===== config.mk =====
export PLATFORM = sky130hd
export DESIGN_NAME = adc_port
export DESIGN_NICKNAME = d
export VERILOG_FILES = /design/src/inc/adc_port_pkg.sv /design/src/adc_port.sv
export SDC_FILE = /design/constraint.sdc
export NUM_CORES = 1
export LEC_CHECK = 0
export ABC_AREA = 0
export BUFFER_PORTS_ARGS = -buffer_cell sky130_fd_sc_hd__buf_4
export CELL_PAD_IN_SITES_DETAIL_PLACEMENT = 1
export CELL_PAD_IN_SITES_GLOBAL_PLACEMENT = 2
export CORE_MARGIN = 1.5
export CORE_UTILIZATION = 35
export CTS_CLUSTER_SIZE = 8
export DETAILED_ROUTE_END_ITERATION = 7
export GPL_ROUTABILITY_DRIVEN = 0
export GPL_TIMING_DRIVEN = 1
export HOLD_SLACK_MARGIN = 0.06
export MAX_ROUTING_LAYER = met4
export PLACE_DENSITY_LB_ADDON = 0.3
export SKIP_LAST_GASP = 1
export SLEW_MARGIN = 20
export SYNTH_ARGS = -nofsm -noshare
export SYNTH_HDL_FRONTEND = slang
export SYNTH_HIERARCHICAL = 1
export SYNTH_SLANG_ARGS = --single-unit

===== constraint.sdc =====
create_clock -name clk -period 6.9 [get_ports clk]
set_input_delay 2.07 -clock clk [delete_from_list [all_inputs] [get_ports clk]]
set_output_delay 2.07 -clock clk [all_outputs]
set_load 0.02 [all_outputs]

===== src/inc/adc_port_pkg.sv =====
// Shared constants, field layout and state types of the converter host port
package adc_port_pkg;
	// Register bus offsets, byte addresses
	localparam logic [7:0] OFF_STATUS = 8'h00;
	localparam logic [7:0] OFF_CTRL = 8'h04;
	localparam logic [7:0] OFF_DATA = 8'h08;
	localparam logic [7:0] OFF_CONFIG = 8'h0c;
	localparam logic [1:0] RESP_OKAY = 2'h0;
	localparam logic [1:0] RESP_SLVERR = 2'h2;
	// Status and control word fields
	localparam int STAT_RDY_BIT = 0;
	localparam int STAT_STATE_LSB = 1;
	localparam int STAT_LEVEL_LSB = 4;
	localparam int STAT_CS_BIT = 8;
	localparam int CTRL_EN_BIT = 0;
	localparam logic CTRL_EN_RST = 1'h1;
	// Serial register select codes
	localparam logic [2:0] RS_COMM = 3'h0;
	localparam logic [2:0] RS_SETUP = 3'h1;
	localparam logic [2:0] RS_CLOCK = 3'h2;
	localparam logic [2:0] RS_DATA = 3'h3;
	localparam logic [2:0] RS_TEST = 3'h4;
	localparam logic [2:0] RS_ZCAL = 3'h6;
	localparam logic [2:0] RS_FCAL = 3'h7;
	// Communication byte fields
	localparam int COMM_START_BIT = 7;
	localparam int COMM_RS_LSB = 4;
	localparam int COMM_RD_BIT = 3;
	// Setting register fields
	localparam int SET_MODE_LSB = 6;
	localparam int SET_GAIN_LSB = 3;
	localparam int SET_UNI_BIT = 2;
	// Clock register fields
	localparam int CLK_DIS_BIT = 4;
	localparam int CLK_RATE_LSB = 0;
	// Register widths in serial bits
	localparam int SHIFT_W = 24;
	localparam logic [4:0] W_BYTE = 5'h08;
	localparam logic [4:0] W_DATA = 5'h10;
	localparam logic [4:0] W_CAL = 5'h18;
	// Reset values
	localparam logic [7:0] COMM_RST = 8'h00;
	localparam logic [7:0] SETUP_RST = 8'h00;
	localparam logic [7:0] CLOCK_RST = 8'h00;
	localparam logic [7:0] TEST_RST = 8'h00;
	localparam logic [23:0] ZCAL_RST = 24'h000000;
	localparam logic [23:0] FCAL_RST = 24'h800000;
	// Calibration modes held in the setting register
	localparam logic [1:0] MODE_NORMAL = 2'h0;
	localparam logic [1:0] MODE_SELF = 2'h1;
	localparam logic [1:0] MODE_SYS_ZERO = 2'h2;
	localparam logic [1:0] MODE_SYS_FULL = 2'h3;
	// Data-ready high time between unread updates, in master clock periods
	localparam int HOLD_MCLK = 500;
	localparam int FIFO_DEPTH = 8;
	localparam int RES_W = 16;
	typedef enum logic [1:0] {ST_IDLE = 2'b00, ST_READY = 2'b01, ST_HOLD = 2'b10, ST_CAL = 2'b11} main_state_t;
	typedef enum logic [1:0] {SER_CMD = 2'b00, SER_WR = 2'b01, SER_RD = 2'b10} ser_state_t;
endpackage


===== src/adc_port.sv =====
// Converter host port: serial register access, data-ready, master clock out, result FIFO
//
// Contract
// - Drive data-ready low when a fresh result sits in the data register.
// - Raise data-ready at once after a full data word has been read.
// - Unread result: raise data-ready 500 master clocks before the next update.
// - Drive data-ready low again after the data register is loaded.
// - Data-ready low also signals a finished calibration.
// - Master clock output is an inverted copy of the master clock input.
// - Master clock output stops when the clock-out-disable bit is set.
// - Chip select is active low; serial transfers only while it is low.
// - Reset pin is active low and holds the logic in reset.
// - Each result is a 16-bit word sent over the serial port.
// - Host programs gain, polarity and update rate by serial writes.
// - Gain is selectable from 1 to 128.
// - Self calibration and system calibration modes are supported.
// - Data shifts in on the input pin, out on the output pin, host clocked.
// - Seven serial registers: communication, setting, clock, data, test, two calibration.
// - Register select 000 addresses the communication register.
//
// Chosen here: the AXI4-Lite register port and the register addresses.
`timescale 1ns/1ps

module result_fifo #(
	parameter int WIDTH = 16,
	parameter int DEPTH = 8
) (
	// Clock and reset
	input wire logic clk,
	input wire logic srst,
	// Fill side
	input wire logic [WIDTH-1:0] in_data,
	input wire logic in_valid,
	output logic in_ready,
	// Drain side
	output logic [WIDTH-1:0] out_data,
	output logic out_valid,
	input wire logic out_ready,
	// Fill level
	output logic [$clog2(DEPTH+1)-1:0] level
);
	localparam int AW = $clog2(DEPTH);
	localparam int CW = $clog2(DEPTH+1);
	logic [WIDTH-1:0] mem_q [DEPTH];
	logic [AW-1:0] wr_q;
	logic [AW-1:0] rd_q;
	logic [CW-1:0] cnt_q;
	logic [CW-1:0] cnt_d;
	logic in_ready_q;
	wire push = in_valid & in_ready_q;
	wire pop = out_valid & out_ready;

	// Level bookkeeping
	always_comb begin
		cnt_d = cnt_q;
		if (push && !pop) begin
			cnt_d = cnt_q + CW'(1);
		end else if (pop && !push) begin
			cnt_d = cnt_q - CW'(1);
		end
	end

	assign in_ready = in_ready_q;
	assign out_valid = (cnt_q != '0);
	assign out_data = mem_q[rd_q];
	assign level = cnt_q;

	// Pointers and registered full flag
	always_ff @(posedge clk) begin
		if (srst) begin
			wr_q <= '0;
			rd_q <= '0;
			cnt_q <= '0;
			in_ready_q <= 1'b1;
		end else begin
			if (push) begin
				wr_q <= (wr_q == AW'(DEPTH-1)) ? '0 : wr_q + AW'(1);
			end
			if (pop) begin
				rd_q <= (rd_q == AW'(DEPTH-1)) ? '0 : rd_q + AW'(1);
			end
			cnt_q <= cnt_d;
			in_ready_q <= (cnt_d != CW'(DEPTH));
		end
	end

	// Storage
	always_ff @(posedge clk) begin
		if (push) begin
			mem_q[wr_q] <= in_data;
		end
	end
endmodule

module adc_port #(
	parameter int HOLD_COUNT = adc_port_pkg::HOLD_MCLK,
	parameter int DEPTH = adc_port_pkg::FIFO_DEPTH
) (
	// Clock and reset
	input wire logic clk,
	input wire logic srst,
	// Register bus
	input wire logic [7:0] awaddr,
	input wire logic awvalid,
	output logic awready,
	input wire logic [31:0] wdata,
	input wire logic [3:0] wstrb,
	input wire logic wvalid,
	output logic wready,
	output logic [1:0] bresp,
	output logic bvalid,
	input wire logic bready,
	input wire logic [7:0] araddr,
	input wire logic arvalid,
	output logic arready,
	output logic [31:0] rdata,
	output logic [1:0] rresp,
	output logic rvalid,
	input wire logic rready,
	// Device pins
	input wire logic sclk,
	input wire logic cs_n,
	input wire logic din,
	output logic dout,
	output logic dout_oe,
	output logic result_ready_n,
	input wire logic mclk_in,
	output logic mclk_out,
	output logic mclk_out_oe,
	input wire logic reset_n,
	// Modulator results
	input wire logic [adc_port_pkg::RES_W-1:0] res_data,
	input wire logic res_valid,
	output logic res_ready,
	// Calibration engine
	output logic cal_start,
	output logic [1:0] cal_mode,
	input wire logic cal_done,
	input wire logic [23:0] cal_value,
	// Analog controls
	output logic [7:0] gain_factor,
	output logic unipolar,
	output logic [1:0] rate_sel
);
	import adc_port_pkg::*;
	localparam int HW = $clog2(HOLD_COUNT+1);
	localparam int LW = $clog2(DEPTH+1);

	// Bits per serial register
	function automatic logic [4:0] reg_bits(input logic [2:0] rs);
		case (rs)
			RS_DATA: reg_bits = W_DATA;
			RS_ZCAL, RS_FCAL: reg_bits = W_CAL;
			default: reg_bits = W_BYTE;
		endcase
	endfunction

	// Output coding of a two's complement result
	function automatic logic [15:0] code_word(input logic [15:0] raw, input logic uni);
		if (uni) begin
			code_word = raw[15] ? 16'h0000 : {raw[14:0], 1'b0};
		end else begin
			code_word = {~raw[15], raw[14:0]};
		end
	endfunction

	// Pin synchronisers, three stages so edges use settled copies
	logic [2:0] sclk_s, cs_s, din_s, mclk_s, rstn_s;
	always_ff @(posedge clk) begin
		if (srst) begin
			sclk_s <= 3'h7;
			cs_s <= 3'h7;
			din_s <= 3'h0;
			mclk_s <= 3'h0;
			rstn_s <= 3'h0;
		end else begin
			sclk_s <= {sclk_s[1:0], sclk};
			cs_s <= {cs_s[1:0], cs_n};
			din_s <= {din_s[1:0], din};
			mclk_s <= {mclk_s[1:0], mclk_in};
			rstn_s <= {rstn_s[1:0], reset_n};
		end
	end

	// Edge and level decode
	wire rst = srst | ~rstn_s[1];
	wire cs_low = ~cs_s[1];
	wire sclk_rise = sclk_s[1] & ~sclk_s[2];
	wire sclk_fall = ~sclk_s[1] & sclk_s[2];
	wire mclk_rise = mclk_s[1] & ~mclk_s[2];

	// State
	main_state_t st_q, st_d;
	ser_state_t ser_q;
	logic [4:0] bit_cnt_q;
	logic [SHIFT_W-1:0] shift_q;
	logic dout_q, dout_oe_q, read_done_q, ready_n_q;
	logic [7:0] comm_q, setup_q, clock_q, test_q;
	logic [23:0] zcal_q, fcal_q;
	logic [15:0] data_q;
	logic [HW-1:0] hold_cnt_q;
	logic cal_start_q, mclk_out_q, mclk_oe_q, ctrl_en_q;
	logic [7:0] gain_q;
	logic [LW-1:0] fifo_level;
	logic [15:0] fifo_data;
	logic fifo_valid;

	// Serial decode
	wire [2:0] sel = comm_q[COMM_RS_LSB +: 3];
	wire [SHIFT_W-1:0] new_word = {shift_q[SHIFT_W-2:0], din_s[1]};
	wire [2:0] cmd_sel = new_word[COMM_RS_LSB +: 3];
	wire cmd_ok = ~new_word[COMM_START_BIT];
	wire cmd_rd = new_word[COMM_RD_BIT];
	wire [4:0] target = (ser_q == SER_CMD) ? W_BYTE : reg_bits(sel);
	wire phase_end = sclk_rise & ((bit_cnt_q + 5'h01) == target);
	wire comm_wr = phase_end & (ser_q == SER_CMD) & cmd_ok;
	wire reg_wr = phase_end & (ser_q == SER_WR);
	wire cal_req = reg_wr & (sel == RS_SETUP) & (new_word[SET_MODE_LSB +: 2] != MODE_NORMAL);
	wire [23:0] rd_value = (cmd_sel == RS_COMM) ? {16'h0000, new_word[7:0]} :
		(cmd_sel == RS_SETUP) ? {16'h0000, setup_q} :
		(cmd_sel == RS_CLOCK) ? {16'h0000, clock_q} :
		(cmd_sel == RS_DATA) ? {8'h00, data_q} :
		(cmd_sel == RS_TEST) ? {16'h0000, test_q} :
		(cmd_sel == RS_ZCAL) ? zcal_q :
		(cmd_sel == RS_FCAL) ? fcal_q : 24'h000000;
	wire [SHIFT_W-1:0] rd_load = rd_value << (W_CAL - reg_bits(cmd_sel));

	// Serial engine, mode 3: drive on falling, sample on rising
	always_ff @(posedge clk) begin
		if (rst || !cs_low) begin
			ser_q <= SER_CMD;
			bit_cnt_q <= '0;
			shift_q <= '0;
			dout_q <= 1'b0;
			dout_oe_q <= 1'b0;
			read_done_q <= 1'b0;
		end else begin
			dout_oe_q <= 1'b1;
			read_done_q <= phase_end & (ser_q == SER_RD) & (sel == RS_DATA);
			if (sclk_rise) begin
				shift_q <= new_word;
				bit_cnt_q <= phase_end ? 5'h00 : bit_cnt_q + 5'h01;
			end
			if (sclk_fall && ser_q == SER_RD) begin
				dout_q <= shift_q[SHIFT_W-1];
			end
			if (phase_end) begin
				case (ser_q)
					SER_CMD: begin
						if (cmd_ok && cmd_rd) begin
							ser_q <= SER_RD;
							shift_q <= rd_load;
							dout_q <= rd_load[SHIFT_W-1];
						end else if (cmd_ok && cmd_sel != RS_COMM) begin
							ser_q <= SER_WR;
						end
					end
					default: ser_q <= SER_CMD;
				endcase
			end
		end
	end

	// Serial register file and calibration results
	always_ff @(posedge clk) begin
		if (rst) begin
			comm_q <= COMM_RST;
			setup_q <= SETUP_RST;
			clock_q <= CLOCK_RST;
			test_q <= TEST_RST;
			zcal_q <= ZCAL_RST;
			fcal_q <= FCAL_RST;
		end else begin
			if (comm_wr) begin
				comm_q <= new_word[7:0];
			end
			if (reg_wr) begin
				case (sel)
					RS_SETUP: setup_q <= new_word[7:0];
					RS_CLOCK: clock_q <= new_word[7:0];
					RS_TEST: test_q <= new_word[7:0];
					RS_ZCAL: zcal_q <= new_word[23:0];
					RS_FCAL: fcal_q <= new_word[23:0];
					default: ;
				endcase
			end
			if (st_q == ST_CAL && cal_done) begin
				if (cal_mode == MODE_SYS_FULL) begin
					fcal_q <= cal_value;
				end else begin
					zcal_q <= cal_value;
				end
				setup_q[SET_MODE_LSB +: 2] <= MODE_NORMAL;
			end
		end
	end

	// Update scheduling; no update while the host has the port selected
	wire load_ok = fifo_valid & ctrl_en_q & ~cs_low;
	wire hold_done = (hold_cnt_q == HW'(HOLD_COUNT));
	wire load = ~cal_req & load_ok & ((st_q == ST_IDLE) | ((st_q == ST_HOLD) & hold_done));

	// Next state of the data-ready machine
	always_comb begin
		st_d = st_q;
		case (st_q)
			ST_IDLE: begin
				if (cal_req) begin
					st_d = ST_CAL;
				end else if (load) begin
					st_d = ST_READY;
				end
			end
			ST_READY: begin
				if (cal_req) begin
					st_d = ST_CAL;
				end else if (read_done_q) begin
					st_d = ST_IDLE;
				end else if (load_ok && hold_done) begin
					// Unread result stands low one hold span so a host can start a read
					st_d = ST_HOLD;
				end
			end
			ST_HOLD: begin
				if (cal_req) begin
					st_d = ST_CAL;
				end else if (load) begin
					st_d = ST_READY;
				end
			end
			ST_CAL: begin
				if (cal_done) begin
					st_d = ST_READY;
				end
			end
			default: st_d = ST_IDLE;
		endcase
	end

	// Data-ready machine, data register and hold counter
	always_ff @(posedge clk) begin
		if (rst) begin
			st_q <= ST_IDLE;
			ready_n_q <= 1'b1;
			data_q <= '0;
			hold_cnt_q <= '0;
			cal_start_q <= 1'b0;
			cal_mode <= MODE_NORMAL;
		end else begin
			st_q <= st_d;
			ready_n_q <= (st_d != ST_READY);
			cal_start_q <= cal_req;
			if (cal_req) begin
				cal_mode <= new_word[SET_MODE_LSB +: 2];
			end
			if (load) begin
				data_q <= code_word(fifo_data, setup_q[SET_UNI_BIT]);
			end
			if (st_d != st_q || (st_q != ST_HOLD && st_q != ST_READY)) begin
				hold_cnt_q <= '0;
			end else if (mclk_rise && !hold_done) begin
				hold_cnt_q <= hold_cnt_q + HW'(1);
			end
		end
	end

	// Master clock out and analog controls
	always_ff @(posedge clk) begin
		if (rst) begin
			mclk_out_q <= 1'b0;
			mclk_oe_q <= 1'b0;
			gain_q <= 8'h01;
		end else begin
			mclk_out_q <= ~clock_q[CLK_DIS_BIT] & ~mclk_s[1];
			mclk_oe_q <= ~clock_q[CLK_DIS_BIT];
			gain_q <= 8'h01 << setup_q[SET_GAIN_LSB +: 3];
		end
	end

	result_fifo #(.WIDTH(RES_W), .DEPTH(DEPTH)) fifo_i (
		.clk(clk),
		.srst(rst),
		.in_data(res_data),
		.in_valid(res_valid),
		.in_ready(res_ready),
		.out_data(fifo_data),
		.out_valid(fifo_valid),
		.out_ready(load),
		.level(fifo_level)
	);

	// Register bus decode
	wire aw_hs = awvalid & awready;
	wire w_hs = wvalid & wready;
	wire wr_go = ~awready & ~wready & ~bvalid;
	wire [7:0] wa_q;
	logic [7:0] waddr_q;
	assign wa_q = waddr_q;
	wire wr_mapped = (wa_q == OFF_STATUS) | (wa_q == OFF_CTRL) | (wa_q == OFF_DATA) | (wa_q == OFF_CONFIG);
	wire rd_mapped = (araddr == OFF_STATUS) | (araddr == OFF_CTRL) | (araddr == OFF_DATA) | (araddr == OFF_CONFIG);
	wire [31:0] status_word = (32'(ready_n_q) << STAT_RDY_BIT) | (32'(st_q) << STAT_STATE_LSB) |
		(32'(fifo_level) << STAT_LEVEL_LSB) | (32'(cs_low) << STAT_CS_BIT);
	wire [31:0] rd_word = (araddr == OFF_STATUS) ? status_word :
		(araddr == OFF_CTRL) ? (32'(ctrl_en_q) << CTRL_EN_BIT) :
		(araddr == OFF_DATA) ? {16'h0000, data_q} :
		(araddr == OFF_CONFIG) ? {8'h00, test_q, clock_q, setup_q} : 32'h00000000;
	logic [31:0] wdata_q;
	logic wstrb0_q;

	// Register bus slave
	always_ff @(posedge clk) begin
		if (srst) begin
			awready <= 1'b1;
			wready <= 1'b1;
			bvalid <= 1'b0;
			bresp <= RESP_OKAY;
			arready <= 1'b1;
			rvalid <= 1'b0;
			rdata <= '0;
			rresp <= RESP_OKAY;
			waddr_q <= '0;
			wdata_q <= '0;
			wstrb0_q <= 1'b0;
			ctrl_en_q <= CTRL_EN_RST;
		end else begin
			if (aw_hs) begin
				awready <= 1'b0;
				waddr_q <= awaddr;
			end
			if (w_hs) begin
				wready <= 1'b0;
				wdata_q <= wdata;
				wstrb0_q <= wstrb[0];
			end
			if (wr_go) begin
				bvalid <= 1'b1;
				bresp <= wr_mapped ? RESP_OKAY : RESP_SLVERR;
				if (wa_q == OFF_CTRL && wstrb0_q) begin
					ctrl_en_q <= wdata_q[CTRL_EN_BIT];
				end
			end
			if (bvalid && bready) begin
				bvalid <= 1'b0;
				awready <= 1'b1;
				wready <= 1'b1;
			end
			if (arvalid && arready) begin
				arready <= 1'b0;
				rvalid <= 1'b1;
				rdata <= rd_word;
				rresp <= rd_mapped ? RESP_OKAY : RESP_SLVERR;
			end
			if (rvalid && rready) begin
				rvalid <= 1'b0;
				arready <= 1'b1;
			end
		end
	end

	// Output drivers
	assign dout = dout_q;
	assign dout_oe = dout_oe_q;
	assign result_ready_n = ready_n_q;
	assign mclk_out = mclk_out_q;
	assign mclk_out_oe = mclk_oe_q;
	assign cal_start = cal_start_q;
	assign gain_factor = gain_q;
	assign unipolar = setup_q[SET_UNI_BIT];
	assign rate_sel = clock_q[CLK_RATE_LSB +: 2];
endmodule

==> Word-level counts from Yosys, hierarchy flattened <==
Memory sizes are Yosys's and may differ from the RTL's. A register that Yosys moved wholly into a read port is not among the register bits.
Index checks and enable logic that the tools add are counted.
{ "word_totals": {"n_memories": 1, "out_inout_bits": 61, "wordCells": 226, "reg_bits": 229, "mem_bits_rw": 128} }
{ "op_classes": {"shifts": 2, "eq_ne": 34, "muxes": 54, "add_sub_neg": 7, "n_reduce_logical": 38, "n_bitwise": 47} }
{ "memory_table": {"columns": ["memory", "words", "word_bits", "read_ports", "rd_ports_with_merged_regs", "wr", "line", "source"], "rows": [
  ["fifo_i.mem_q", 8, 16, 1, 1, 1, "adc_port.sv:44", "logic [WIDTH-1:0] mem_q [DEPTH];"]
]} }
{ "ops": {"columns": ["cell", "count"], "rows": [
  ["24-bit 2-to-1 mux", 23],
  ["8-bit by 4-bit == test with 1-bit output, second input constant", 4],
  ["16-bit 2-to-1 mux", 2],
  ["3-bit == test, second input constant", 8],
  ["24-bit by 5-bit << shifter with 24-bit output", 1],
  ["1-bit AND", 23],
  ["2-bit 2-to-1 mux", 11],
  ["5-bit case mux with 2 select lines", 2],
  ["8-bit by 3-bit == test with 1-bit output, second input constant", 2],
  ["8-bit logical NOT", 2],
  ["2-bit OR reduction", 7],
  ["1-bit logical AND", 13],
  ["1-bit inverter", 13],
  ["3-bit by 2-bit == test with 1-bit output, second input constant", 4],
  ["3-bit 2-to-1 mux", 4],
  ["5-bit 2-to-1 mux", 2],
  ["2-bit AND reduction", 5],
  ["9-bit by 1-bit adder with 9-bit output, second input constant", 1],
  ["9-bit == test, second input constant", 1],
  ["8-bit by 9-bit OR with 9-bit output", 1],
  ["2-bit == test, second input constant", 4],
  ["4-bit 2-to-1 mux", 2],
  ["1-bit OR", 8],
  ["3-bit by 8-bit OR with 8-bit output", 1],
  ["other kinds (24)", 38]
]} }

==> Logic depth before layout (Yosys ltp) <==
Gate-level depths: netlist of run 1.
{ "depth": {"word_depth": 18, "depth_mapped": 11} }

==> Modules after synthesis <==
Netlist of run 1, hierarchy kept.
{ "by_module_without_submodules": {"columns": ["module", "n_inst", "area_each_um2", "cells_per_inst"], "rows": [
  ["adc_port", 1, 9980.8, 1191],
  ["result_fifo", 1, 5492.8, 266]
]} }

==> Worst setup path after synthesis of run 1 <==
OpenSTA, ideal clock, no wires.
{ "synth_timing": {"kind": "in2reg", "startpoint": "in res_valid", "endpoint": "mem fifo_i.mem_q[0][0] (enable)", "arrival_ps": 3927, "required_ps": 6470, "path_slack_ps": 2543, "cell_stages": 3, "n_path_buf": 1, "cell_sequence": "nand2_1 clkbuf_1 nor4_1"} }
{ "synth_between": {"elab_chain_len": 3} }
{ "synth_lines": {"columns": ["item", "line", "source"], "rows": [
  ["from (decl)", "adc_port.sv:133", "input wire logic res_valid,"],
  ["1-bit AND", "adc_port.sv:50", "wire push = in_valid & in_ready_q;"],
  ["1-bit 2-to-1 mux", "adc_port.sv:89", "if (push) begin"],
  ["1-bit 2-to-1 mux (not written as such)", "adc_port.sv:90", "mem_q[wr_q] <= in_data;"],
  ["to (decl)", "adc_port.sv:44", null]
]} }
Every way passes these cells.

==> Final worst setup path of run 1 <==
{ "layout_timing": {"startpoint": "in srst", "endpoint": "reg shift_q[6]"} }
{ "layout_between": {"elab_chain_len": 2} }
{ "layout_lines": {"columns": ["item", "line", "source"], "rows": [
  ["from (decl)", "adc_port.sv:101", "input wire logic srst,"],
  ["1-bit OR", "adc_port.sv:186", "wire rst = srst | ~rstn_s[1];"],
  ["1-bit logical OR", "adc_port.sv:230", "if (rst || !cs_low) begin"],
  ["to (signal assigned)", "adc_port.sv:241", "shift_q <= new_word;"],
  ["to (signal assigned)", "adc_port.sv:252", "shift_q <= rd_load;"],
  ["to (decl)", "adc_port.sv:196", "logic [SHIFT_W-1:0] shift_q;"]
]} }
Every way passes these cells.
A chain may end at the register's enable or synchronous reset.

==> impl_metrics.env, run 1 <==
export IMPL_utilization=0.420
export IMPL_synth_area_per_cell_um2=10.6
export IMPL_route_detailed_wl_per_inst_um=22.2
export IMPL_detailed_place_hpwl_um=30000
export IMPL_grt_use_met3=0.0307
export IMPL_synthesized_instance_count=1457
export IMPL_grt_use_met1=0.288
export IMPL_cpLargestDelayFamily="buffers and inverters"
export IMPL_rsz0062_at_grt="false"
export IMPL_cell_breakdown_of_the_critical_path="buf_4 > nor2b_4 > buf_4 > nand2b_1 > buf_4 > inv_2 > nand3_1 > or3_1 > o31ai_1"
export IMPL_pins_over_slew_limit=0
export IMPL_floorplan_rows=76
export IMPL_holdBufCountCts=0
export IMPL_setup_viol=0
export IMPL_worst_setup_ep_type="flop"
export IMPL_die_area_um2=45500
export IMPL_timing_worst_slew_pin_value_ps=1100
export IMPL_max_clock_path_buffers=3
export IMPL_critical_path_required_ps=7380
export IMPL_grt_overflow_total=0
export IMPL_residual_antenna_violating_net_count_after_detailed_routing=0
export IMPL_cts_root_buffer_cell="sky130_fd_sc_hd__clkbuf_16"
export IMPL_post_cts_setup_driven_buffer_insertion_count=0
export IMPL_via_count_of_the_first_global_routing_pass=12200
export IMPL_cts_repair_resize_count=0
export IMPL_detail_route_vias_per_cell=5.54
export IMPL_synthArstFlopShare=0
export IMPL_tritoncts="done"
export IMPL_groute_layer_met2_usage=0.352
export IMPL_timing_critical_path_arrival_ps=4470
export IMPL_fin_ws_ps=2910
export IMPL_max_freq_ghz=0.251
export IMPL_grt_pass1_wl_um=73600
export IMPL_crit_path_start_kind="primary input"
export IMPL_finalClockSkew_ps=38.1
export IMPL_period_needed_ps=3990
export IMPL_initial_core_util=0.357
export IMPL_fin_tns_setup_ps=0
export IMPL_core_um2=43400
export IMPL_timing_final_crit_share=0.578
export IMPL_pin_count_of_the_biggest_net_entering_global_routing=55
export IMPL_drt_first_iter_violations=700
export IMPL_clkTransAtPathRegs_ps=50
export IMPL_port_buffer_count=122
export IMPL_ctsHtreeMaxLevel=2
export IMPL_max_vdd_ir_drop_mv=0.190
export IMPL_finalWirelength_um=47300
export IMPL_critical_path_most_common_cell="sky130_fd_sc_hd__buf_4"
export IMPL_layout_drive_gt1_share=0.193
export IMPL_antenna_violations_before_repair=0
export IMPL_n_antenna_cell=0
export IMPL_cellLeakagePower_nw=5.90
export IMPL_remaining_drc_errors=0
export IMPL_floorplan_die_width_um=213
export IMPL_drt_first_pass_iters=5
export IMPL_synth_yosys_warnings=6
export IMPL_netlist_cell_type_count=76
export IMPL_synth_area_um2=15500
export IMPL_grt_most_used_layer="met2"
export IMPL_detailedPlace_worstSlack_ps=2340
export IMPL_slowest_stage="sky130_fd_sc_hd__buf_4"
export IMPL_yosys_register_bits=346
export IMPL_tritoncts_num_buffers=49
export IMPL_timing_hold_worst_class="reg2reg"
export IMPL_detailroute_via_count=11800
export IMPL_clock_latency_ps=600
export IMPL_critical_path_peak_fanout=54
export IMPL_fill_cells=4761
export IMPL_power_density_nw_per_um2=247
export IMPL_hold_worst_slack_ps=411
export IMPL_global_route_usage_total=0.219
export IMPL_timing_critical_path_slowest_cell_delay_ps=480
export IMPL_die_height_um=213
export IMPL_layout_nets=1645
export IMPL_synth_seq_area_share=0.530
export IMPL_outcome="finished clean"
export IMPL_area_growth_syn_to_layout_pct=17.8
export IMPL_clock_sinks=346
export IMPL_synth_top_area_share=0.282
export IMPL_timing_hold_violations_final=0
export IMPL_synthTopCellsByArea="sky130_fd_sc_hd__dfxtp_1, sky130_fd_sc_hd__edfxtp_1, sky130_fd_sc_hd__mux4_2"
export IMPL_max_cap_viol_count=0
export IMPL_critical_path_buf_inv_count=4
export IMPL_io_pins=167
export IMPL_timing_max_slew_rel_slack=0.266
export IMPL_cp_class="in2reg"
export IMPL_synth_area_leader_cell="sky130_fd_sc_hd__dfxtp_1"
export IMPL_synth_main_ff_cell="sky130_fd_sc_hd__dfxtp_1"
export IMPL_synth_edf_count=128
-- final timing paths --
path                              start                    endpoint  slack (ps)  depth (start not counted)
setup / recovery                   srst       shift_q[6]$_SDFF_PN0_        2910                          9
hold / removal     sclk_s[0]$_SDFF_PP1_        sclk_s[1]$_SDFF_PP1_         410                          1
setup reg to reg  ser_q[0]$_SDFFE_PN0P_  fifo_i/in_ready$_SDFF_PP1_        3140                          9
hold reg to reg    sclk_s[0]$_SDFF_PP1_        sclk_s[1]$_SDFF_PP1_         410                          1
-- where the power goes --
group          switching, mW  internal, mW  leakage, nW  total [mW]
combinational         0.0828        0.0594         2.30       0.142
clock                  0.899          1.32        0.670        2.22
sequential            0.0105          2.14         2.93        2.15
total                  0.992          3.51         5.90        4.51
-- state kept, by name (all words and copies together) (netlist names), 4 cells and up, named ones only --
name	cells
fcal_q	24
test_q	8
fifo_i/level	4
bit_cnt_q	5
gain_factor	8
data_q	16
rdata	24
shift_q	24
setup_q	8
hold_cnt_q	9
zcal_q	24
fifo_i/mem_q	128
wa_q	8
clock_q	8
-- metal layers --
layer | routed length [um] | vias up | part of all wire
met2 | 22700 | 224 | 0.48
met5 | 0 | - | 0
li1 | - | 5561 | -
met1 | 21800 | 5959 | 0.46
met4 | 894 | 0 | 0.019
met3 | 1820 | 56 | 0.039
-- stage by stage --
stage               cell area [um^2]  power [mW]  instances
global placement               16800        2.32       2057
floorplan                      15500        2.26       1466
CTS                            18200        4.56       2128
detailed placement             16800        2.33       2057
global route                   18200        4.65       2129
finish                         18200        4.51       2129
-- cell type report --
type | count | area, um^2 | share of cell area
clock buffers | 68 | 1320 | 0.0724
clock inverters | 3 | 80.1 | 0.00439
inverters | 19 | 71.3 | 0.00391
multi-input cells | 964 | 6710 | 0.368
flip-flops and latches | 346 | 8210 | 0.451
well taps | 585 | 732 | 0.0402
repair buffers | 144 | 1100 | 0.0604
-- Yosys cell counts, types with 28 or more instances --
cell                       count
sky130_fd_sc_hd__nand2_1      66
sky130_fd_sc_hd__a211oi_1     74
sky130_fd_sc_hd__nor2_1      115
sky130_fd_sc_hd__nand3_1      46
sky130_fd_sc_hd__dfxtp_1     218
sky130_fd_sc_hd__clkbuf_1     84
sky130_fd_sc_hd__nor3_1       82
sky130_fd_sc_hd__nor4_1       50
sky130_fd_sc_hd__mux4_2       39
sky130_fd_sc_hd__mux2i_1      59
sky130_fd_sc_hd__nor2b_1      28
sky130_fd_sc_hd__edfxtp_1    128
sky130_fd_sc_hd__o21ai_0      81
sky130_fd_sc_hd__a21oi_1     103
-- placed cells by master, fill, tap and decap left out, types with 5 or more instances in the layout --
| cell type | n |
|---|---|
| sky130_fd_sc_hd__edfxtp_1 | 128 |
| sky130_fd_sc_hd__o21ai_0 | 81 |
| sky130_fd_sc_hd__nand3_1 | 46 |
| sky130_fd_sc_hd__inv_1 | 16 |
| sky130_fd_sc_hd__nand4_1 | 14 |
| sky130_fd_sc_hd__a221oi_1 | 6 |
| sky130_fd_sc_hd__mux4_2 | 39 |
| sky130_fd_sc_hd__a21o_1 | 5 |
| sky130_fd_sc_hd__nor3_1 | 78 |
| sky130_fd_sc_hd__a22oi_1 | 12 |
| sky130_fd_sc_hd__nand2_1 | 66 |
| sky130_fd_sc_hd__nor2_1 | 111 |
| sky130_fd_sc_hd__xnor2_1 | 5 |
| sky130_fd_sc_hd__dfxtp_1 | 215 |
| sky130_fd_sc_hd__a21oi_1 | 102 |
| sky130_fd_sc_hd__mux2i_1 | 59 |
| sky130_fd_sc_hd__o211ai_1 | 5 |
| sky130_fd_sc_hd__or2_2 | 5 |
| sky130_fd_sc_hd__nor2b_1 | 26 |
| sky130_fd_sc_hd__a211oi_1 | 74 |
| sky130_fd_sc_hd__a31oi_1 | 5 |
| sky130_fd_sc_hd__ha_1 | 15 |
| sky130_fd_sc_hd__conb_1 | 10 |
| sky130_fd_sc_hd__nor3_4 | 5 |
| sky130_fd_sc_hd__clkbuf_16 | 50 |
| sky130_fd_sc_hd__clkbuf_1 | 18 |
| sky130_fd_sc_hd__and3_1 | 6 |
| sky130_fd_sc_hd__buf_4 | 143 |
| sky130_fd_sc_hd__or3_1 | 18 |
| sky130_fd_sc_hd__o31ai_1 | 18 |
| sky130_fd_sc_hd__nand2b_1 | 8 |
| sky130_fd_sc_hd__nor4_1 | 49 |
| sky130_fd_sc_hd__xor2_1 | 10 |
| sky130_fd_sc_hd__mux2_2 | 22 |
-- kinds of logic after synthesis --
| group | synth area share |
|---|---|
| other | 0.000242 |
| AO/OA/AOI/OAI | 0.136 |
| AND/OR/NAND/NOR | 0.157 |
| buffers and inverters | 0.0450 |
| XOR/XNOR | 0.00849 |
| flip-flops | 0.530 |
| multiplexers | 0.111 |
| adder cells (fa/ha/maj) | 0.0121 |
No activity file was read; power rests on OpenSTA's default activity.
==> inputs of run 2 (changes only) <==
==> constraint.sdc (replaced) <==
create_clock -name clk -period 3.7 [get_ports clk]
set_input_delay 1.11 -clock clk [delete_from_list [all_inputs] [get_ports clk]]
set_output_delay 1.11 -clock clk [all_outputs]
set_load 0.02 [all_outputs]
==> run 2 against run 1 <==
Design area grew 0.34%. Non-clock buffer count grew 16. Sequential share of layout area shrank 0.16 points. Critical path type is now reg2reg. Largest power group unchanged.
==> impl_metrics.env, run 2 (same netlist as run 1, synthesis figures left out) <==
export IMPL_outcome="finished clean"
export IMPL_cell_breakdown_of_the_critical_path="ha_1 > and3_1 > o211ai_1 > a211oi_2 > buf_4 > nor3_4 > nand2_1 > a31oi_1 > xor2_1 > or4b_1"
export IMPL_final_cell_mix="sky130_fd_sc_hd__dfxtp_1, sky130_fd_sc_hd__buf_4, sky130_fd_sc_hd__edfxtp_1"
export IMPL_area_growth_syn_to_layout_pct=18.2
export IMPL_remaining_drc_errors=0
export IMPL_detailroute_via_count=11900
export IMPL_tritoncts="done"
export IMPL_timing_critical_path_arrival_ps=3550
export IMPL_cts_repair_resize_count=0
export IMPL_final_common_cell="sky130_fd_sc_hd__dfxtp_1"
export IMPL_n_antenna_cell=0
export IMPL_initial_core_util=0.357
export IMPL_detailedPlace_worstSlack_ps=471
export IMPL_fin_tns_setup_ps=0
export IMPL_finalClockSkew_ps=13.7
export IMPL_detail_route_vias_per_cell=5.53
export IMPL_pins_over_slew_limit=0
export IMPL_grt_overflow_total=0
export IMPL_grt_pass1_wl_um=73100
export IMPL_drt_first_iter_violations=752
export IMPL_tritoncts_num_buffers=49
export IMPL_global_route_usage_total=0.218
export IMPL_clock_latency_ps=600
export IMPL_multi_input_combinational_cell_area_um2=6670
export IMPL_detailed_place_hpwl_um=30600
export IMPL_largest_register="fifo_i/mem_q"
export IMPL_floorplan_die_width_um=213
export IMPL_core_um2=43400
export IMPL_max_clock_path_buffers=3
export IMPL_placed_area_um2=16900
export IMPL_timing_max_slew_rel_slack=0.351
export IMPL_route_detailed_wl_per_inst_um=22.0
export IMPL_holdBufCountCts=0
export IMPL_cellLeakagePower_nw=5.98
export IMPL_cp_class="reg2reg"
export IMPL_clkTransAtPathRegs_ps=50
export IMPL_layout_drive_gt1_share=0.198
export IMPL_max_freq_ghz=0.324
export IMPL_area_sequential_um2=8210
export IMPL_layout_cell_area_non_filler_um2=18300
export IMPL_clock_sinks=346
export IMPL_max_cap_viol_count=0
export IMPL_antenna_violations_before_repair=0
export IMPL_floorplan_rows=76
export IMPL_critical_path_peak_fanout=7
export IMPL_rsz0062_at_grt="false"
export IMPL_critical_path_required_ps=4160
export IMPL_max_vdd_ir_drop_mv=0.469
export IMPL_drt_first_pass_iters=5
export IMPL_setup_viol=0
export IMPL_post_cts_setup_driven_buffer_insertion_count=0
export IMPL_fill_cells=4785
export IMPL_crit_path_start_kind="flop"
export IMPL_layout_cells_non_filler=2147
export IMPL_timing_hold_worst_class="reg2reg"
export IMPL_residual_antenna_violating_net_count_after_detailed_routing=0
export IMPL_slowest_stage="sky130_fd_sc_hd__or4b_1"
export IMPL_pin_count_of_the_biggest_net_entering_global_routing=54
export IMPL_finalWirelength_um=47300
export IMPL_die_area_um2=45500
export IMPL_largest_register_ff_count=128
export IMPL_timing_critical_path_slowest_cell_delay_ps=460
export IMPL_period_needed_ps=3090
export IMPL_power_density_nw_per_um2=458
export IMPL_port_buffer_count=122
export IMPL_worst_setup_ep_type="flop"
export IMPL_timing_hold_violations_final=0
export IMPL_ctsHtreeMaxLevel=2
export IMPL_layout_nets=1661
export IMPL_cts_root_buffer_cell="sky130_fd_sc_hd__clkbuf_16"
export IMPL_io_pins=167
export IMPL_die_height_um=213
export IMPL_fin_ws_ps=612
export IMPL_via_count_of_the_first_global_routing_pass=12000
export IMPL_timing_final_crit_share=0.835
export IMPL_timing_worst_slew_pin_value_ps=974
export IMPL_dpl_cell_count=2074
[run 2: cell types whose count changed in the layout (fill, tap and decap cells not counted), moves of 2 or more]
cell | previous run | this run
sky130_fd_sc_hd__buf_4 | 143 | 158
sky130_fd_sc_hd__nor2_1 | 111 | 114
sky130_fd_sc_hd__nor3_4 | 5 | 1
sky130_fd_sc_hd__nor3_2 | 0 | 4
sky130_fd_sc_hd__buf_12 | 0 | 2
sky130_fd_sc_hd__nor2_2 | 3 | 1
sky130_fd_sc_hd__clkbuf_1 | 18 | 20
[run 2: power by group]
group | total, mW | switching [mW] | internal, mW
clock | 4.11 | 1.69 | 2.42
sequential | 4.00 | 0.0185 | 3.98
combinational | 0.265 | 0.152 | 0.113
total | 8.38 | 1.86 | 6.52
[run 2: layer usage]
layer / share of wire / vias to the layer above / global-route usage
met3: 0.040 / 59 / 0.0316
met4: 0.019 / 0 / 0.0610
li1: - / 5606 / -
met2: 0.48 / 225 / 0.348
met5: 0 / - / -
met1: 0.46 / 5974 / 0.289
[run 2: final timing paths]
path                                                 from                          to  slack [ps]  depth (start not counted)
worst min-delay path                 sclk_s[0]$_SDFF_PP1_        sclk_s[1]$_SDFF_PP1_         410                          1
worst min register to register       sclk_s[0]$_SDFF_PP1_        sclk_s[1]$_SDFF_PP1_         410                          1
worst max register to register  bit_cnt_q[0]$_SDFFE_PN0P_  fifo_i/in_ready$_SDFF_PP1_         610                         10
worst max-delay path            bit_cnt_q[0]$_SDFFE_PN0P_  fifo_i/in_ready$_SDFF_PP1_         610                         10
[run 2: worst max-delay path: cells and delay by family (launching register included)]
family | cells | cell delay (ps)
AOI/OAI and AO/OA | 3 | 750
adders and majority gates | 1 | 290
and+or+nand+nor | 4 | 1160
DFF | 1 | 360
xor gates and xnor gates | 1 | 200
buffers and inverters | 1 | 190
[run 2: stage by stage]
| stage | hold slack [ps] | power, mW | utilization |
|---|---|---|---|
| 2_1_floorplan | 389 | 4.21 | - |
| 3_3_place_gp | 401 | 4.34 | 0.390 |
| 3_5_place_dp | 401 | 4.34 | 0.390 |
| 4_1_cts | 419 | 8.49 | 0.422 |
| 5_1_grt | 443 | 8.64 | 0.422 |
| 6_report | 413 | 8.38 | 0.422 |
[run 2: final cells by class]
type / instances / area share
multi-input cells: 964 / 0.365
clock buffers: 69 / 0.0712
repair buffers: 160 / 0.0671
clock inverters: 4 / 0.00397
inverters: 19 / 0.00390
well taps: 585 / 0.0400
flip-flops and latches: 346 / 0.449
==> inputs of run 3 (changes only) <==
==> constraint.sdc (replaced) <==
create_clock -name clk -period 3.2 [get_ports clk]
set_input_delay 0.96 -clock clk [delete_from_list [all_inputs] [get_ports clk]]
set_output_delay 0.96 -clock clk [all_outputs]
set_load 0.02 [all_outputs]
==> run 3 against run 2 <==
First-iteration DRC count shrank 12%. Power grew 15%. Sequential share of layout area shrank 0.34 points. Die area is the same. Largest power group unchanged. Highest routed layer unchanged.
==> impl_metrics.env, run 3 (same netlist as run 1, synthesis figures left out) <==
export IMPL_outcome="finished clean"
export IMPL_core_um2=43400
export IMPL_die_area_um2=45500
export IMPL_layout_drive_gt1_share=0.205
export IMPL_net_switching_share_of_the_total_power=0.220
export IMPL_max_cap_viol_count=0
export IMPL_critical_path_required_ps=3670
export IMPL_post_cts_setup_driven_buffer_insertion_count=0
export IMPL_timing_max_slew_rel_slack=0.336
export IMPL_critical_path_buf_inv_count=1
export IMPL_detailedPlace_worstSlack_ps=92.3
export IMPL_detailed_place_hpwl_um=31400
export IMPL_global_route_usage_total=0.219
export IMPL_grt_pass1_wl_um=73500
export IMPL_layout_nets=1675
export IMPL_pin_count_of_the_biggest_net_entering_global_routing=73
export IMPL_fin_ws_ps=199
export IMPL_rsz0062_at_grt="false"
export IMPL_grt_overflow_total=0
export IMPL_tritoncts="done"
export IMPL_seqPwrFrac=0.479
export IMPL_dpl_cell_count=2088
export IMPL_floorplan_rows=76
export IMPL_drt_first_pass_iters=5
export IMPL_finalClockSkew_ps=36.4
export IMPL_port_buffer_count=122
export IMPL_slowest_stage="sky130_fd_sc_hd__or4b_1"
export IMPL_remaining_drc_errors=0
export IMPL_crit_path_start_kind="flop"
export IMPL_area_growth_syn_to_layout_pct=19.1
export IMPL_max_vdd_ir_drop_mv=0.435
export IMPL_net_sw_power_mw=2.12
export IMPL_design_power_total_mw=9.67
export IMPL_n_antenna_cell=0
export IMPL_worst_setup_ep_type="flop"
export IMPL_layout_cells_non_filler=2161
export IMPL_detailroute_via_count=11900
export IMPL_timing_hold_violations_final=0
export IMPL_final_cell_mix="sky130_fd_sc_hd__dfxtp_1, sky130_fd_sc_hd__buf_4, sky130_fd_sc_hd__edfxtp_1"
export IMPL_p_clk_frac=0.489
export IMPL_hold_worst_slack_ps=406
export IMPL_critical_path_peak_fanout=7
export IMPL_fin_tns_setup_ps=0
export IMPL_largest_register_ff_count=128
export IMPL_antenna_violations_before_repair=0
export IMPL_residual_antenna_violating_net_count_after_detailed_routing=0
export IMPL_drt_first_iter_violations=664
export IMPL_max_clock_path_buffers=3
export IMPL_floorplan_die_width_um=213
export IMPL_cell_breakdown_of_the_critical_path="ha_1 > and3_1 > o211ai_1 > a211oi_2 > buf_4 > nor3_4 > nand2_1 > a31oi_1 > xor2_1 > or4b_1"
export IMPL_die_height_um=213
export IMPL_share_comb_of_total_power=0.032
export IMPL_finalWirelength_um=47400
export IMPL_power_density_nw_per_um2=525
export IMPL_pins_over_slew_limit=0
export IMPL_clock_sinks=346
export IMPL_period_needed_ps=3000
export IMPL_via_count_of_the_first_global_routing_pass=12300
export IMPL_cp_class="reg2reg"
export IMPL_max_freq_ghz=0.333
export IMPL_largest_register="fifo_i/mem_q"
export IMPL_initial_core_util=0.357
export IMPL_cts_repair_resize_count=0
export IMPL_io_pins=167
export IMPL_setup_viol=0
export IMPL_timing_critical_path_arrival_ps=3470
export IMPL_detail_route_vias_per_cell=5.51
export IMPL_clock_latency_ps=600
export IMPL_internal_power_mw=7.54
export IMPL_timing_worst_slew_pin_value_ps=996
export IMPL_timing_final_crit_share=0.938
export IMPL_clkTransAtPathRegs_ps=50
export IMPL_holdBufCountCts=0
export IMPL_tritoncts_num_buffers=49
export IMPL_cellLeakagePower_nw=6.06
export IMPL_cpLargestDelayFamily="simple AND/OR/NAND/NOR gates"
export IMPL_timing_hold_worst_class="reg2reg"
export IMPL_final_common_cell="sky130_fd_sc_hd__dfxtp_1"
export IMPL_cts_root_buffer_cell="sky130_fd_sc_hd__clkbuf_16"
export IMPL_route_detailed_wl_per_inst_um=21.9
export IMPL_timing_critical_path_slowest_cell_delay_ps=430
export IMPL_ctsHtreeMaxLevel=2
[run 3: worst paths after layout]
check	start	end	slack, ps	cells after the start
worst max-delay path	bit_cnt_q[0]$_SDFFE_PN0P_	fifo_i/in_ready$_SDFF_PP1_	200	10
worst min-delay path	sclk_s[0]$_SDFF_PP1_	sclk_s[1]$_SDFF_PP1_	410	1
worst max register to register	bit_cnt_q[0]$_SDFFE_PN0P_	fifo_i/in_ready$_SDFF_PP1_	200	10
worst min register to register	sclk_s[0]$_SDFF_PP1_	sclk_s[1]$_SDFF_PP1_	410	1
[run 3: power groups by stage]
stage          combinational, mW  sequential [mW]  clock [mW]
2_1_floorplan              0.157             4.71           0
6_report                   0.311             4.63        4.73
4_1_cts                    0.314             4.62        4.87
3_3_place_gp               0.305             4.71           0
5_1_grt                    0.338             4.62        5.05
3_5_place_dp               0.312             4.71           0
[run 3: area by class of cell]
type	instances	area [um^2]
Clock buffer	70	1310
Inverter	19	71.3
Tap cell	585	732
Clock inverter	3	80.1
Multi-Input combinational cell	964	6680
Timing Repair Buffer	174	1340
Sequential cell	346	8210
Fill cell	4753	24900
[run 3: worst register-to-register path: stages, from the launching register on]
cell                       delay, ps
sky130_fd_sc_hd__dfxtp_1         360
sky130_fd_sc_hd__ha_1            280
sky130_fd_sc_hd__and3_1          200
sky130_fd_sc_hd__o211ai_1        350
sky130_fd_sc_hd__a211oi_2        130
sky130_fd_sc_hd__buf_4           190
sky130_fd_sc_hd__nor3_4          300
sky130_fd_sc_hd__nand2_1         210
sky130_fd_sc_hd__a31oi_1         250
sky130_fd_sc_hd__xor2_1          200
sky130_fd_sc_hd__or4b_1          440
[run 3: stage by stage]
step           cell area, um^2   util
2_1_floorplan            15500      -
3_3_place_gp             17000  0.393
3_5_place_dp             17000  0.393
4_1_cts                  18400  0.425
5_1_grt                  18400  0.425
6_report                 18400  0.425
[run 3: layer usage]
layer / vias to the layer above / routed length, um / global-route usage
li1: 5620 / - / -
met1: 5943 / 21700 / 0.289
met2: 256 / 22400 / 0.345
met3: 82 / 2050 / 0.0328
met4: 0 / 1250 / 0.0721
met5: - / 0 / -
